**config.mk**
```make
export PLATFORM = sky130hd
export DESIGN_NAME = fspc_dev_flat
export DESIGN_NICKNAME = d
export VERILOG_FILES = /design/src/verilog/fspc_pkg.sv /design/src/verilog/fspc_if.sv /design/src/verilog/fspc_dev.sv /design/src/flat_wrapper.sv
export SDC_FILE = /design/constraint.sdc
export NUM_CORES = 1
export LEC_CHECK = 0
export BUFFER_PORTS_ARGS = -buffer_cell sky130_fd_sc_hd__buf_2
export CORE_ASPECT_RATIO = 1.5
export CORE_MARGIN = 8
export CORE_UTILIZATION = 45
export DETAILED_ROUTE_END_ITERATION = 10
export GPL_ROUTABILITY_DRIVEN = 0
export MAX_ROUTING_LAYER = met4
export SETUP_SLACK_MARGIN = 0.02
export SLEW_MARGIN = 15
export SYNTH_ARGS = -nofsm -noshare
export SYNTH_HDL_FRONTEND = slang
export SYNTH_SLANG_ARGS = --single-unit
```
**constraint.sdc**
```tcl
create_clock -name CLK -period 5 [get_ports CLK]
set_input_delay 1.25 -clock CLK [delete_from_list [all_inputs] [get_ports CLK]]
set_output_delay 1.25 -clock CLK [all_outputs]
set_load 0.02 [all_outputs]
```
**src/verilog/fspc_pkg.sv**
```systemverilog
// shared constants for the flash self-programming controller and its host
package fspc_pkg;
  // clock and programming time
  localparam int CLK_HZ       = 20_000_000;
  localparam int PROG_TIME_US = 3700;             // least programming time
  localparam int PROG_CYCLES  = PROG_TIME_US * (CLK_HZ / 1_000_000);
  // timed windows after a control write
  localparam logic [2:0] SPM_WIN = 3'h4;
  localparam logic [2:0] LPM_WIN = 3'h3;
  // control register bit positions
  localparam int B_EN   = 0;
  localparam int B_REEN = 4;
  localparam int B_BUSY = 6;
  localparam int B_IE   = 7;
  // command patterns in control bits 4:0
  localparam logic [4:0] CMD_LOAD  = 5'h01;
  localparam logic [4:0] CMD_ERASE = 5'h03;
  localparam logic [4:0] CMD_WRITE = 5'h05;
  localparam logic [4:0] CMD_LOCK  = 5'h09;
  localparam logic [4:0] CMD_REEN  = 5'h11;
  // special read addresses
  localparam logic [15:0] Z_FUSE_LO = 16'h0000;
  localparam logic [15:0] Z_LOCK    = 16'h0001;
  localparam logic [15:0] Z_FUSE_HI = 16'h0003;
  // boot lock field in data and lock byte
  localparam int LOCK_LSB = 2;
  localparam int LOCK_W   = 4;
  localparam logic [1:0] TOP_ONES = 2'h3;
  // host register word indexes (byte address = index * 4)
  localparam logic [2:0] IDX_CTRL = 3'h0;
  localparam logic [2:0] IDX_Z    = 3'h1;
  localparam logic [2:0] IDX_DATA = 3'h2;
  localparam logic [2:0] IDX_GO   = 3'h3;
  localparam logic [2:0] IDX_STAT = 3'h4;
  localparam logic [2:0] IDX_RES  = 3'h5;
  localparam logic [2:0] IDX_NONE = 3'h7;
  // go register bits
  localparam int GO_CTRL = 0;
  localparam int GO_SPM  = 1;
  localparam int GO_LPM  = 2;
endpackage
```
**src/verilog/fspc_if.sv**
```systemverilog
// link between the processor-core end and the self-programming controller
`timescale 1ns/1ns
`default_nettype none
interface fspc_if;
  logic        ctrl_wr;     // control register write strobe
  logic [7:0]  ctrl_wdata;  // control register write value
  logic        spm;         // store-program-memory strobe
  logic        lpm;         // load-program-memory strobe
  logic [15:0] z;           // address pointer
  logic [15:0] data;        // data pair, high:low
  logic        ee_busy;     // eeprom write in progress
  logic [7:0]  ctrl_rdata;  // control register contents
  logic [7:0]  rd_data;     // lock or fuse byte
  logic        rd_ack;      // rd_data valid, one cycle
  logic        halt;        // cpu halted
  logic        rww_block;   // read-while-write section blocked
  logic        irq;         // completion interrupt level
  modport dev  (input ctrl_wr, ctrl_wdata, spm, lpm, z, data, ee_busy,
                output ctrl_rdata, rd_data, rd_ack, halt, rww_block, irq);
  modport host (output ctrl_wr, ctrl_wdata, spm, lpm, z, data, ee_busy,
                input ctrl_rdata, rd_data, rd_ack, halt, rww_block, irq);
endinterface
`default_nettype wire

```
**src/verilog/fspc_dev.sv**
```systemverilog
// self-programming controller: timed commands, page buffer, lock and fuse reads
// Functional notes
// - erase pattern plus store within four cycles
// - erase halts cpu only for no-rww pages
// - load pattern stores data pair by word
// - buffer cleared on write, re-enable, reset
// - software writes each buffer word once
// - eeprom write during loading discards buffer
// - write pattern plus store programs page
// - write halts cpu only for no-rww pages
// - interrupt held while enabled and op-enable clear
// - rww reads blocked during erase or write
// - busy flag set while rww section busy
// - re-enable command clears the busy flag
// - lock-set store programs zero data bits
// - lock programming keeps whole flash readable
// - software sets lock pointer and spare ones
// - eeprom write blocks programming and fuse reads
// - lock read within three cycles returns byte
// - op-enable auto-clears on read or timeout
// - addresses zero and three return fuse bytes
// - programmed bits read zero, unprogrammed one
// - software checks eeprom busy before writing
// - software keeps the timed window atomic
//
// The register offsets and the AHB-Lite interface to the registers were left to the implementer.
`timescale 1ns/1ns
`default_nettype none
module fspc_dev #(
  parameter int PAGE_WORDS  = 32,
  parameter int PAGE_BITS   = 7,
  parameter int NO_READ_WHILE_WRITE_SECTION_PAGE   = 96,
  parameter int PROG_CYCLES = fspc_pkg::PROG_CYCLES
) (
  input  wire logic                         CLK,
  input  wire logic                         SYS_RST,
  fspc_if.dev                               ifc,
  input  wire logic [7:0]                   FUSE_LO,
  input  wire logic [7:0]                   FUSE_HI,
  input  wire logic [1:0]                   MEM_LOCK,
  input  wire logic [$clog2(PAGE_WORDS)-1:0] BUF_IDX,
  output logic      [15:0]                  BUF_WORD,
  output logic                              OP_ERASE,
  output logic                              OP_WRITE,
  output logic      [PAGE_BITS-1:0]         OP_PAGE,
  output logic      [fspc_pkg::LOCK_W-1:0]  LOCK_BITS
);
  localparam int WB = $clog2(PAGE_WORDS);          // word field width
  localparam int CW = $clog2(PROG_CYCLES + 1);     // timer width
  localparam int BW = PAGE_WORDS * 16;             // buffer width
  localparam logic [CW-1:0] T_LOAD = CW'(PROG_CYCLES);
  localparam logic [CW-1:0] T_ONE  = CW'(1);
  localparam logic [PAGE_BITS-1:0] NO_READ_WHILE_WRITE_SECTION = PAGE_BITS'(NO_READ_WHILE_WRITE_SECTION_PAGE);
  localparam logic [2:0] WIN_ONE = 3'h1;
  localparam int LOCK_W_L = fspc_pkg::LOCK_W;
  localparam logic [LOCK_W_L-1:0] LOCK_INIT = '1;

  typedef enum logic [1:0] {OP_IDLE, OP_ERS, OP_WRT, OP_LCK} fspc_op_e;

  typedef struct packed {
    logic                 ie;        // interrupt enable
    logic                 busy;      // rww busy flag
    logic [4:0]           cmd;       // command bits, bit 0 is op-enable
    logic [2:0]           spm_win;   // store window left
    logic [2:0]           lpm_win;   // load window left
    fspc_op_e             op;        // running operation
    logic [CW-1:0]        timer;     // cycles left
    logic [PAGE_BITS-1:0] page;      // latched page
    logic [LOCK_W_L-1:0]  pend;      // lock data to program
    logic [LOCK_W_L-1:0]  lock;      // boot lock bits, 1 unprogrammed
    logic                 halt;      // cpu halt
    logic                 block;     // rww read block
    logic                 irq;       // interrupt out
    logic [7:0]           rd_data;   // special read result
    logic                 rd_ack;    // special read pulse
    logic                 erase_p;   // erase done pulse
    logic                 write_p;   // write done pulse
    logic                 ee_q;      // eeprom busy last cycle
    logic [15:0]          buf_word;  // buffer read port
    logic [BW-1:0]        pbuf;      // temporary page buffer
  } fspc_dev_s;

  fspc_dev_s r_reg;  // present state
  fspc_dev_s r_next; // next state

  // page field of the pointer
  function automatic logic [PAGE_BITS-1:0] page_of(input logic [15:0] z);
    page_of = z[WB+1 +: PAGE_BITS];
  endfunction

  //////////////////////////////////////////////////////////////////////////
  // next-state logic
  always_comb begin
    r_next = r_reg;
    r_next.erase_p = 1'b0;
    r_next.write_p = 1'b0;
    r_next.rd_ack  = 1'b0;
    // windows count down
    if (r_reg.spm_win != 3'h0) begin
      r_next.spm_win = r_reg.spm_win - WIN_ONE;
    end
    if (r_reg.lpm_win != 3'h0) begin
      r_next.lpm_win = r_reg.lpm_win - WIN_ONE;
    end
    // both windows gone with nothing running
    if (r_reg.op == OP_IDLE && r_next.spm_win == 3'h0 && r_next.lpm_win == 3'h0) begin
      r_next.cmd = 5'h00;
    end
    // control write; commands refused while an operation runs or eeprom writing
    if (ifc.ctrl_wr) begin
      r_next.ie = ifc.ctrl_wdata[fspc_pkg::B_IE];
      if (r_reg.op == OP_IDLE && !ifc.ee_busy) begin
        r_next.cmd = ifc.ctrl_wdata[4:0];
        if (ifc.ctrl_wdata[fspc_pkg::B_EN]) begin
          r_next.spm_win = fspc_pkg::SPM_WIN;
          r_next.lpm_win = fspc_pkg::LPM_WIN;
        end
      end
    end
    // store instruction inside its window
    if (ifc.spm && r_reg.cmd[fspc_pkg::B_EN] && r_reg.spm_win != 3'h0
        && r_reg.op == OP_IDLE && !ifc.ee_busy) begin
      r_next.spm_win = 3'h0;
      r_next.lpm_win = 3'h0;
      unique case (r_reg.cmd)
        fspc_pkg::CMD_ERASE, fspc_pkg::CMD_WRITE: begin
          r_next.op    = (r_reg.cmd == fspc_pkg::CMD_ERASE) ? OP_ERS : OP_WRT;
          r_next.page  = page_of(ifc.z);
          r_next.timer = T_LOAD;
          r_next.halt  = page_of(ifc.z) >= NO_READ_WHILE_WRITE_SECTION;
          r_next.block = 1'b1;
          r_next.busy  = 1'b1;
        end
        fspc_pkg::CMD_LOCK: begin
          r_next.op    = OP_LCK;
          r_next.pend  = ifc.data[fspc_pkg::LOCK_LSB +: LOCK_W_L];
          r_next.timer = T_LOAD;
        end
        fspc_pkg::CMD_LOAD: begin
          r_next.pbuf[ifc.z[WB:1]*16 +: 16] = ifc.data;
          r_next.cmd = 5'h00;
        end
        fspc_pkg::CMD_REEN: begin
          r_next.busy  = 1'b0;
          r_next.pbuf  = '0;
          r_next.block = 1'b0;
          r_next.cmd   = 5'h00;
        end
        default: begin
          r_next.cmd = 5'h00; // unknown pattern, drop it
        end
      endcase
    end
    // lock or fuse read inside its window
    if (ifc.lpm && r_reg.cmd == fspc_pkg::CMD_LOCK && r_reg.lpm_win != 3'h0
        && r_reg.op == OP_IDLE && !ifc.ee_busy) begin
      r_next.rd_ack  = 1'b1;
      r_next.cmd     = 5'h00;
      r_next.spm_win = 3'h0;
      r_next.lpm_win = 3'h0;
      unique case (ifc.z)
        fspc_pkg::Z_LOCK:    r_next.rd_data = {fspc_pkg::TOP_ONES, r_reg.lock, MEM_LOCK};
        fspc_pkg::Z_FUSE_LO: r_next.rd_data = FUSE_LO;
        fspc_pkg::Z_FUSE_HI: r_next.rd_data = FUSE_HI;
        default:             r_next.rd_data = 8'hFF;
      endcase
    end
    // running operation keeps op-enable set until done, unless its store came in the last store-window cycle
    if (r_reg.op != OP_IDLE) begin
      if (r_reg.timer == T_ONE) begin
        r_next.op    = OP_IDLE;
        r_next.cmd   = 5'h00;
        r_next.halt  = 1'b0;
        r_next.block = 1'b0; // busy flag stays until re-enable
        r_next.erase_p = (r_reg.op == OP_ERS);
        r_next.write_p = (r_reg.op == OP_WRT);
        if (r_reg.op == OP_WRT) begin
          r_next.pbuf = '0;
        end
        if (r_reg.op == OP_LCK) begin
          r_next.lock = r_reg.lock & r_reg.pend;
        end
      end else begin
        r_next.timer = r_reg.timer - T_ONE;
      end
    end
    // eeprom write starting mid-load loses the buffer
    r_next.ee_q = ifc.ee_busy;
    if (ifc.ee_busy && !r_reg.ee_q) begin
      r_next.pbuf = '0;
    end
    r_next.irq      = r_next.ie && !r_next.cmd[fspc_pkg::B_EN];
    r_next.buf_word = r_reg.pbuf[BUF_IDX*16 +: 16];
  end

  //////////////////////////////////////////////////////////////////////////
  // state register, reset clears buffer too
  always_ff @(posedge CLK) begin
    if (SYS_RST) begin
      r_reg      <= '0;
      r_reg.op   <= OP_IDLE;
      r_reg.lock <= LOCK_INIT;
    end else begin
      r_reg <= r_next;
    end
  end

  //////////////////////////////////////////////////////////////////////////
  // outputs straight from state
  assign ifc.ctrl_rdata = {r_reg.ie, r_reg.busy, 1'b0, r_reg.cmd};
  assign ifc.rd_data    = r_reg.rd_data;
  assign ifc.rd_ack     = r_reg.rd_ack;
  assign ifc.halt       = r_reg.halt;
  assign ifc.rww_block  = r_reg.block;
  assign ifc.irq        = r_reg.irq;
  assign BUF_WORD       = r_reg.buf_word;
  assign OP_ERASE       = r_reg.erase_p;
  assign OP_WRITE       = r_reg.write_p;
  assign OP_PAGE        = r_reg.page;
  assign LOCK_BITS      = r_reg.lock;
endmodule
`default_nettype wire

```
**src/flat_wrapper.sv**
```systemverilog
// flat-port wrapper written by rule: the top's interface ports become plain ports
module fspc_dev_flat 
#(
  parameter int PAGE_WORDS  = 32,
  parameter int PAGE_BITS   = 7,
  parameter int NO_READ_WHILE_WRITE_SECTION_PAGE   = 96,
  parameter int PROG_CYCLES = fspc_pkg::PROG_CYCLES
)
  (CLK, SYS_RST, FUSE_LO, FUSE_HI, MEM_LOCK, BUF_IDX, BUF_WORD, OP_ERASE, OP_WRITE, OP_PAGE, LOCK_BITS, ifc_ctrl_wr, ifc_ctrl_wdata, ifc_spm, ifc_lpm, ifc_z, ifc_data, ifc_ee_busy, ifc_ctrl_rdata, ifc_rd_data, ifc_rd_ack, ifc_halt, ifc_rww_block, ifc_irq);
  fspc_if ifc_i ();
  input  wire logic CLK;
  input  wire logic SYS_RST;
  input  wire logic [7:0] FUSE_LO;
  input  wire logic [7:0] FUSE_HI;
  input  wire logic [1:0] MEM_LOCK;
  input  wire logic [$clog2(PAGE_WORDS)-1:0] BUF_IDX;
  output logic      [15:0] BUF_WORD;
  output logic OP_ERASE;
  output logic OP_WRITE;
  output logic      [PAGE_BITS-1:0] OP_PAGE;
  output logic      [fspc_pkg::LOCK_W-1:0] LOCK_BITS;
  input wire logic [$bits(ifc_i.ctrl_wr)-1:0] ifc_ctrl_wr;
  input wire logic [$bits(ifc_i.ctrl_wdata)-1:0] ifc_ctrl_wdata;
  input wire logic [$bits(ifc_i.spm)-1:0] ifc_spm;
  input wire logic [$bits(ifc_i.lpm)-1:0] ifc_lpm;
  input wire logic [$bits(ifc_i.z)-1:0] ifc_z;
  input wire logic [$bits(ifc_i.data)-1:0] ifc_data;
  input wire logic [$bits(ifc_i.ee_busy)-1:0] ifc_ee_busy;
  output wire logic [$bits(ifc_i.ctrl_rdata)-1:0] ifc_ctrl_rdata;
  output wire logic [$bits(ifc_i.rd_data)-1:0] ifc_rd_data;
  output wire logic [$bits(ifc_i.rd_ack)-1:0] ifc_rd_ack;
  output wire logic [$bits(ifc_i.halt)-1:0] ifc_halt;
  output wire logic [$bits(ifc_i.rww_block)-1:0] ifc_rww_block;
  output wire logic [$bits(ifc_i.irq)-1:0] ifc_irq;
  assign ifc_i.ctrl_wr = ifc_ctrl_wr;
  assign ifc_i.ctrl_wdata = ifc_ctrl_wdata;
  assign ifc_i.spm = ifc_spm;
  assign ifc_i.lpm = ifc_lpm;
  assign ifc_i.z = ifc_z;
  assign ifc_i.data = ifc_data;
  assign ifc_i.ee_busy = ifc_ee_busy;
  assign ifc_ctrl_rdata = ifc_i.ctrl_rdata;
  assign ifc_rd_data = ifc_i.rd_data;
  assign ifc_rd_ack = ifc_i.rd_ack;
  assign ifc_halt = ifc_i.halt;
  assign ifc_rww_block = ifc_i.rww_block;
  assign ifc_irq = ifc_i.irq;
  fspc_dev #(.PAGE_WORDS(PAGE_WORDS), .PAGE_BITS(PAGE_BITS), .NO_READ_WHILE_WRITE_SECTION_PAGE(NO_READ_WHILE_WRITE_SECTION_PAGE), .PROG_CYCLES(PROG_CYCLES)) u_core (.CLK(CLK), .SYS_RST(SYS_RST), .ifc(ifc_i), .FUSE_LO(FUSE_LO), .FUSE_HI(FUSE_HI), .MEM_LOCK(MEM_LOCK), .BUF_IDX(BUF_IDX), .BUF_WORD(BUF_WORD), .OP_ERASE(OP_ERASE), .OP_WRITE(OP_WRITE), .OP_PAGE(OP_PAGE), .LOCK_BITS(LOCK_BITS));
endmodule
```
# After elaboration in Yosys (flattened, before gate mapping)

Index checks and enable logic that the tools add are counted.

$add $sub $neg: 4
Magnitude comparators: 1
Equality and inequality tests: 11
Shifts and indexed selects: 3
Mux-type cells: 33
Bitwise logic cells: 3
Reduce and logical (&&, ||, !) cells: 33

Operators with widths:

| operator                                                                  | count |
|---|---|
| 512-bit 2-to-1 mux                                                        | 4 |
| 512-bit case mux with 2 select lines                                      | 1 |
| 512-bit bitwise mux                                                       | 1 |
| 16-bit by 34-bit variable shift with 512-bit output, first input constant | 1 |
| 16-bit by 34-bit variable part select with 512-bit output                 | 1 |
| 512-bit by 10-bit variable part select with 16-bit output                 | 1 |
| 41-bit 2-to-1 mux                                                         | 1 |
| 19-bit case mux with 2 select lines                                       | 1 |
| 9-bit negation with 34-bit output                                         | 1 |
| 11-bit 2-to-1 mux                                                         | 3 |
| 8-bit case mux with 3 select lines                                        | 1 |
| 5-bit 2-to-1 mux                                                          | 4 |
| 19-bit 2-to-1 mux                                                         | 1 |
| 17-bit by 1-bit == test with 1-bit output, second input constant          | 1 |
| 17-bit 2-to-1 mux                                                         | 1 |
| 17-bit by 1-bit subtractor with 17-bit output, second input constant      | 1 |
| 16-bit by 1-bit == test with 1-bit output, second input constant          | 1 |
| 16-bit by 2-bit == test with 1-bit output, second input constant          | 1 |
| 16-bit zero test                                                          | 1 |
| 1-bit logical AND                                                         | 13 |
| 2-bit 2-to-1 mux                                                          | 5 |
| 3-bit OR reduction                                                        | 3 |
| 7-bit >= comparator, second input constant                                | 1 |
| 7-bit 2-to-1 mux                                                          | 1 |
| 23 further kinds                                                          | 38 |

Bits in registers: 590
Word-level logic and storage cells: 108

# Depth between registers and ports, before layout

Word-level depth: 15
Gate-level depth with buffers: 16
Depth with buffers taken out: 10

# Worst setup path before layout

OpenSTA, ideal clock, no wires.

Path kind: input to register
From: input ifc_z[1]
To: register u_core.r_reg[54] (netlist name)
Setup time: 0.061 ns
Arrival time: 4.280 ns
Data required time: 4.939 ns
Path slack: 0.660 ns
Stages: 14
Path through: buf_2 buf_2 buf_1 inv_1 ha_1 nor2b_1 nor2b_1 ha_1 inv_1 or3_1 buf_4 nor3_2 clkbuf_1 a32o_1

Word-level cells in the longest chain between the ends: 8
Elaborated cells on any way between the ends: 9
Classes of those cells: add/sub: 1; shift: 2; mux: 6

RTL lines:

| item                                                                                                                             | RTL line           | source |
|---|---|---|
| start: declaration                                                                                                               | flat_wrapper.sv:26 | `input wire logic [$bits(ifc_i.z)-1:0] ifc_z;` |
| 9-bit negation with 34-bit output *                                                                                              | fspc_dev.sv:140    | `r_next.pbuf[ifc.z[WB:1]*16 +: 16] = ifc.data;` |
| 16-bit by 34-bit variable part select with 512-bit output or 16-bit by 34-bit variable shift with 512-bit output (tied branches) | fspc_dev.sv:140    |  |
| 512-bit bitwise mux *                                                                                                            | fspc_dev.sv:140    |  |
| 512-bit case mux with 2 select lines *                                                                                           | fspc_dev.sv:125    | `unique case (r_reg.cmd)` |
| 512-bit 2-to-1 mux *                                                                                                             | fspc_dev.sv:121    | `if (ifc.spm && r_reg.cmd[fspc_pkg::B_EN] && r_reg.spm_win != 3'h0` |
| 512-bit 2-to-1 mux                                                                                                               | fspc_dev.sv:177    | `if (r_reg.op == OP_WRT) begin` |
| 512-bit 2-to-1 mux                                                                                                               | fspc_dev.sv:170    | `if (r_reg.timer == T_ONE) begin` |
| 512-bit 2-to-1 mux *                                                                                                             | fspc_dev.sv:169    | `if (r_reg.op != OP_IDLE) begin` |
| end signal: assignment                                                                                                           | fspc_dev.sv:204    | `r_reg <= r_next;` |
| end: declaration                                                                                                                 | fspc_dev.sv:83     | `fspc_dev_s r_reg;` |

Mark *: on every way between the ends. The rest lies on a longest branch, timed or not.
A chain may end at the register's enable or synchronous reset.

# Final worst setup path

From: input ifc_z[1]
To: register u_core.r_reg[31] (netlist name)

Same word-level chain as after synthesis.

==> results.md <==
- The area of the placeable core is 0.05757 sq mm.
- The number of global-route vias before repair is 22088.
- Global routing used 28.12% of the available tracks.
- Data on the critical path is required at its endpoint by 5.55 ns.
- The count of nets left with antenna violations once routing finished came out at 0.
- The count of final max-slew check failures was 0.
- The synthesis-to-finish area growth is 10.95%.
- The count of H-tree levels built during CTS is 2.
- The detailed router finished its first iteration with 2101 violations.
- Buffers inserted to repair hold after CTS numbered 0.
- The predominant post-synthesis flop cell is dfxtp_1.
- The width of the die is 212.4 um.
- The post-route met1 wirelength is 34950 um.
- For this design, the sink count on the clock tree is 590.
- The number of warning messages in the yosys log is 0.
- The mapped netlist covers 0.02605 sq mm.
- The distinct cell type count of the synthesized netlist is 82.
- For this configuration, the core starts out at a cell density of 45.25%.
- The routed design uses 5602 um of met3 wire.
- The TritonCTS buffer count is 56.
- The initial antenna violation count is 2.
- After clock tree synthesis, the clock-pin slew on the worst setup and hold paths is 0.06 ns.
- The number of post-CTS setup repair buffers is 0.
- The worst setup path is captured at a flop.
- STA classifies the critical path startpoint as a primary input.
- The setup path with the least slack is of type in2reg.
- Across the run, the number of max-cap violations was 0.
- The clock tree root buffer cell is clkbuf_16.
- The count of mapped cells out of synthesis is 2471.
- At the end of the flow, the number of nets in the layout was 2547.
- Setup total negative slack on the finished layout was measured at 0 ns.
- 118 I/O pins were placed.
- The transition time at the pin with the least slew margin is between 1 and 1.5 ns.
- The sequential fraction of the synthesis area is 45.34%.
- Setup repair after global routing left no endpoint under its margin.
- The total nets after synthesis is 2549.
- The synthesized design spends more area on one cell type than any other, namely dfxtp_1.
- The average vias per placed instance is about 6.6.
- The synthesized design devotes to its leading area cell type 45.34% of total area.
- Setup violations remaining at the end of the flow were counted as 0.
- The final critical path time including I/O delays and setup is just under 4 ns.
- The proportion of register bits with asynchronous set or reset after synthesis is 0%.
- The first global-routing pass estimated 138800 um of wire.
- The number of flip-flops under the largest register name is 542.
- The pin count of the biggest net entering global routing is 95.
- Dividing the final minimum period by the clock period gives approximately three quarters.
- In this run, synthesis inferred 0 flip-flops with an integrated enable.
- The filler cell count in the final layout is 5205.
- The setup slack after layout is ~1.2 ns.
- The count of cells resized by post-cts repair is 0.
- The floorplan die area is 0.06600 sq mm.
- The mean instance size in the synthesized netlist is about 11 sq um.
- The fraction of layout instances using a drive strength above 1 is 21.43%.
- Dividing total power by cell area gives a power density of 346.6 mW/mm^2.
- By area the synthesized netlist is led by dfxtp_1 (45%), mux4_2 (9.8%), a22o_1 (6.9%).
- After detailed routing, the met2 layer carries 45340 um of wire.
- Wires add up to 92210 um.
- At the placement stage, the worst setup path has a slack of 0.5620 ns.
- The maximum ir drop on the vdd rail is roughly 240 uV.
- The per-cell routed wire length is 28.09 um.
- The worst slew slack as a fraction of its limit is 21.96%.
- The post-route DRC violation count is 0.
- For this block, the via count after detailed routing is roughly 22000.
- At the later pin of the worst-skew pair, clock insertion delay measures 0.65 ns.
- The buffer levels on the longest clock path is 3.
- The run finished with clean final reports.
- In this run the vertical extent of the chip is 310.7 um.
- The first-pass detailed-route iteration total is 6.
- After legalization and detailed placement, the total HPWL measured 65370 um.
- The analysis attributes to cell leakage a power of 0.01025 uW.
- The maximum net fanout on the critical path is 11.
- The final clock skew is around 0.031 ns.
- Summed over all layers, the global routing overflow is 0.
- The highest achievable clock rate is 0.2600 GHz.
- The path class of the tightest hold or removal check is reg2reg.
- The top routing layer in use is met4.
- The post-synthesis register bit count is 590.
- The floorplan has 108 rows.
- TritonCTS built the clock tree.
- During placement, the flow inserted port buffers numbering 114.
- The total count of hold-check failures in the final report is 0.
- The data arrival time of the critical path is roughly 4.4 ns.
## layer usage
layer	GRT usage, %	up-vias
li1	-	9483
met1	31.59	10663
met2	46.59	1036
met3	4.042	346
met4	17.42	0
met5	-	-
## worst paths after layout
kind,startpoint,end,slack (ns),cells past startpoint
min,u_core.r_reg[111]$_SDFF_PP0_,u_core.r_reg[111]$_SDFF_PP0_,0.46,1
min reg2reg,u_core.r_reg[111]$_SDFF_PP0_,u_core.r_reg[111]$_SDFF_PP0_,0.46,1
max,ifc_z[1],u_core.r_reg[31]$_SDFF_PP0_,1.15,12
max reg2reg,u_core.r_reg[559]$_SDFF_PP0_,u_core.r_reg[476]$_SDFF_PP0_,1.46,8
## worst max-delay path, cell delays in order
cell and delay [ns]:
buf_2 0.10, inv_1 0.22, ha_1 0.21, nor2b_1 0.15, nor2b_1 0.15, ha_1 0.24
inv_1 0.27, nor3_1 0.11, buf_4 0.23, a21oi_1 0.68, o21a_1 0.59, o2bb2ai_1 0.18
## where the power goes
part	internal [uW]	leakage, uW	total [uW]	switching [uW]
clock network	2450	0.000898	4380	1930
registers	4720	0.00475	4750	21.5
logic	246	0.00460	888	642
## Yosys cell counts (55+ instances only)
cell,count
clkbuf_1,116
buf_4,56
buf_2,84
dfxtp_1,590
o21ai_0,152
mux4_2,113
a22o_1,206
mux2i_1,55
nor2_1,73
o2bb2ai_1,122
nand2_1,131
a21oi_1,144
nand3_1,106
## placed cells by master, fill, tap and decap left out, types with 13 or more instances in the layout
cell type and n:
o22a_1 16, o2bb2ai_1 122, mux2i_1 55, buf_2 112
mux4_2 113, mux2_2 38, o2111ai_1 13, inv_1 22
o31ai_1 29, clkbuf_16 56, a21oi_1 144, nand3_1 105
a22oi_1 21, a22o_1 206, o21ai_0 152, nor2_1 71
buf_4 105, o22ai_1 19, and2_1 14, and3_1 22
o211ai_1 14, dfxtp_1 590, a21oi_2 15, nor3_1 45
nand2_1 131, a32o_1 49
## area by class of cell
| type | instances | area (sq um) | area share, % |
|---|---|---|---|
| repair buffers | 219 | 1384 | 4.788 |
| clock inverters | 24 | 302.8 | 1.048 |
| clock buffers | 76 | 1556 | 5.386 |
| inverters | 22 | 82.58 | 0.2857 |
| multi-input cells | 1580 | 12790 | 44.27 |
| flip-flops and latches | 590 | 11810 | 40.87 |
| diodes | 2 | 5.005 | 0.01732 |
| well taps | 770 | 963.4 | 3.334 |
## cells by family (layout without fill, tap and decap cells)
group | Yosys count | in the layout | synth area share [%]
AO/OA/AOI/OAI | 861 | 861 | 24.65
XOR/XNOR | 8 | 8 | 0.3411
adder cells (fa/ha/maj) | 9 | 9 | 0.4323
buffers and inverters | 301 | 341 | 5.639
flip-flops | 590 | 590 | 45.34
multiplexers | 206 | 206 | 13.53
other | 1 | 3 | 0.01440
AND/OR/NAND/NOR | 495 | 495 | 10.06
## metrics by stage
step | hold slack, ns | util, % | std cells | total power (uW) | instance area [sq um]
final | 0.4580 | 50.20 | 3283 | 10020 | 28900
after global routing | 0.4722 | 50.20 | 3283 | 10300 | 28900
after CTS | 0.4619 | 50.20 | 3281 | 10050 | 28900
after detailed placement | 0.4457 | 46.97 | 3181 | 5726 | 27040
after global placement | 0.4391 | 46.97 | 3181 | 5709 | 27040
after floorplan | 0.4269 | - | 2471 | 5412 | 26050
No activity file was read; power rests on OpenSTA's default activity.
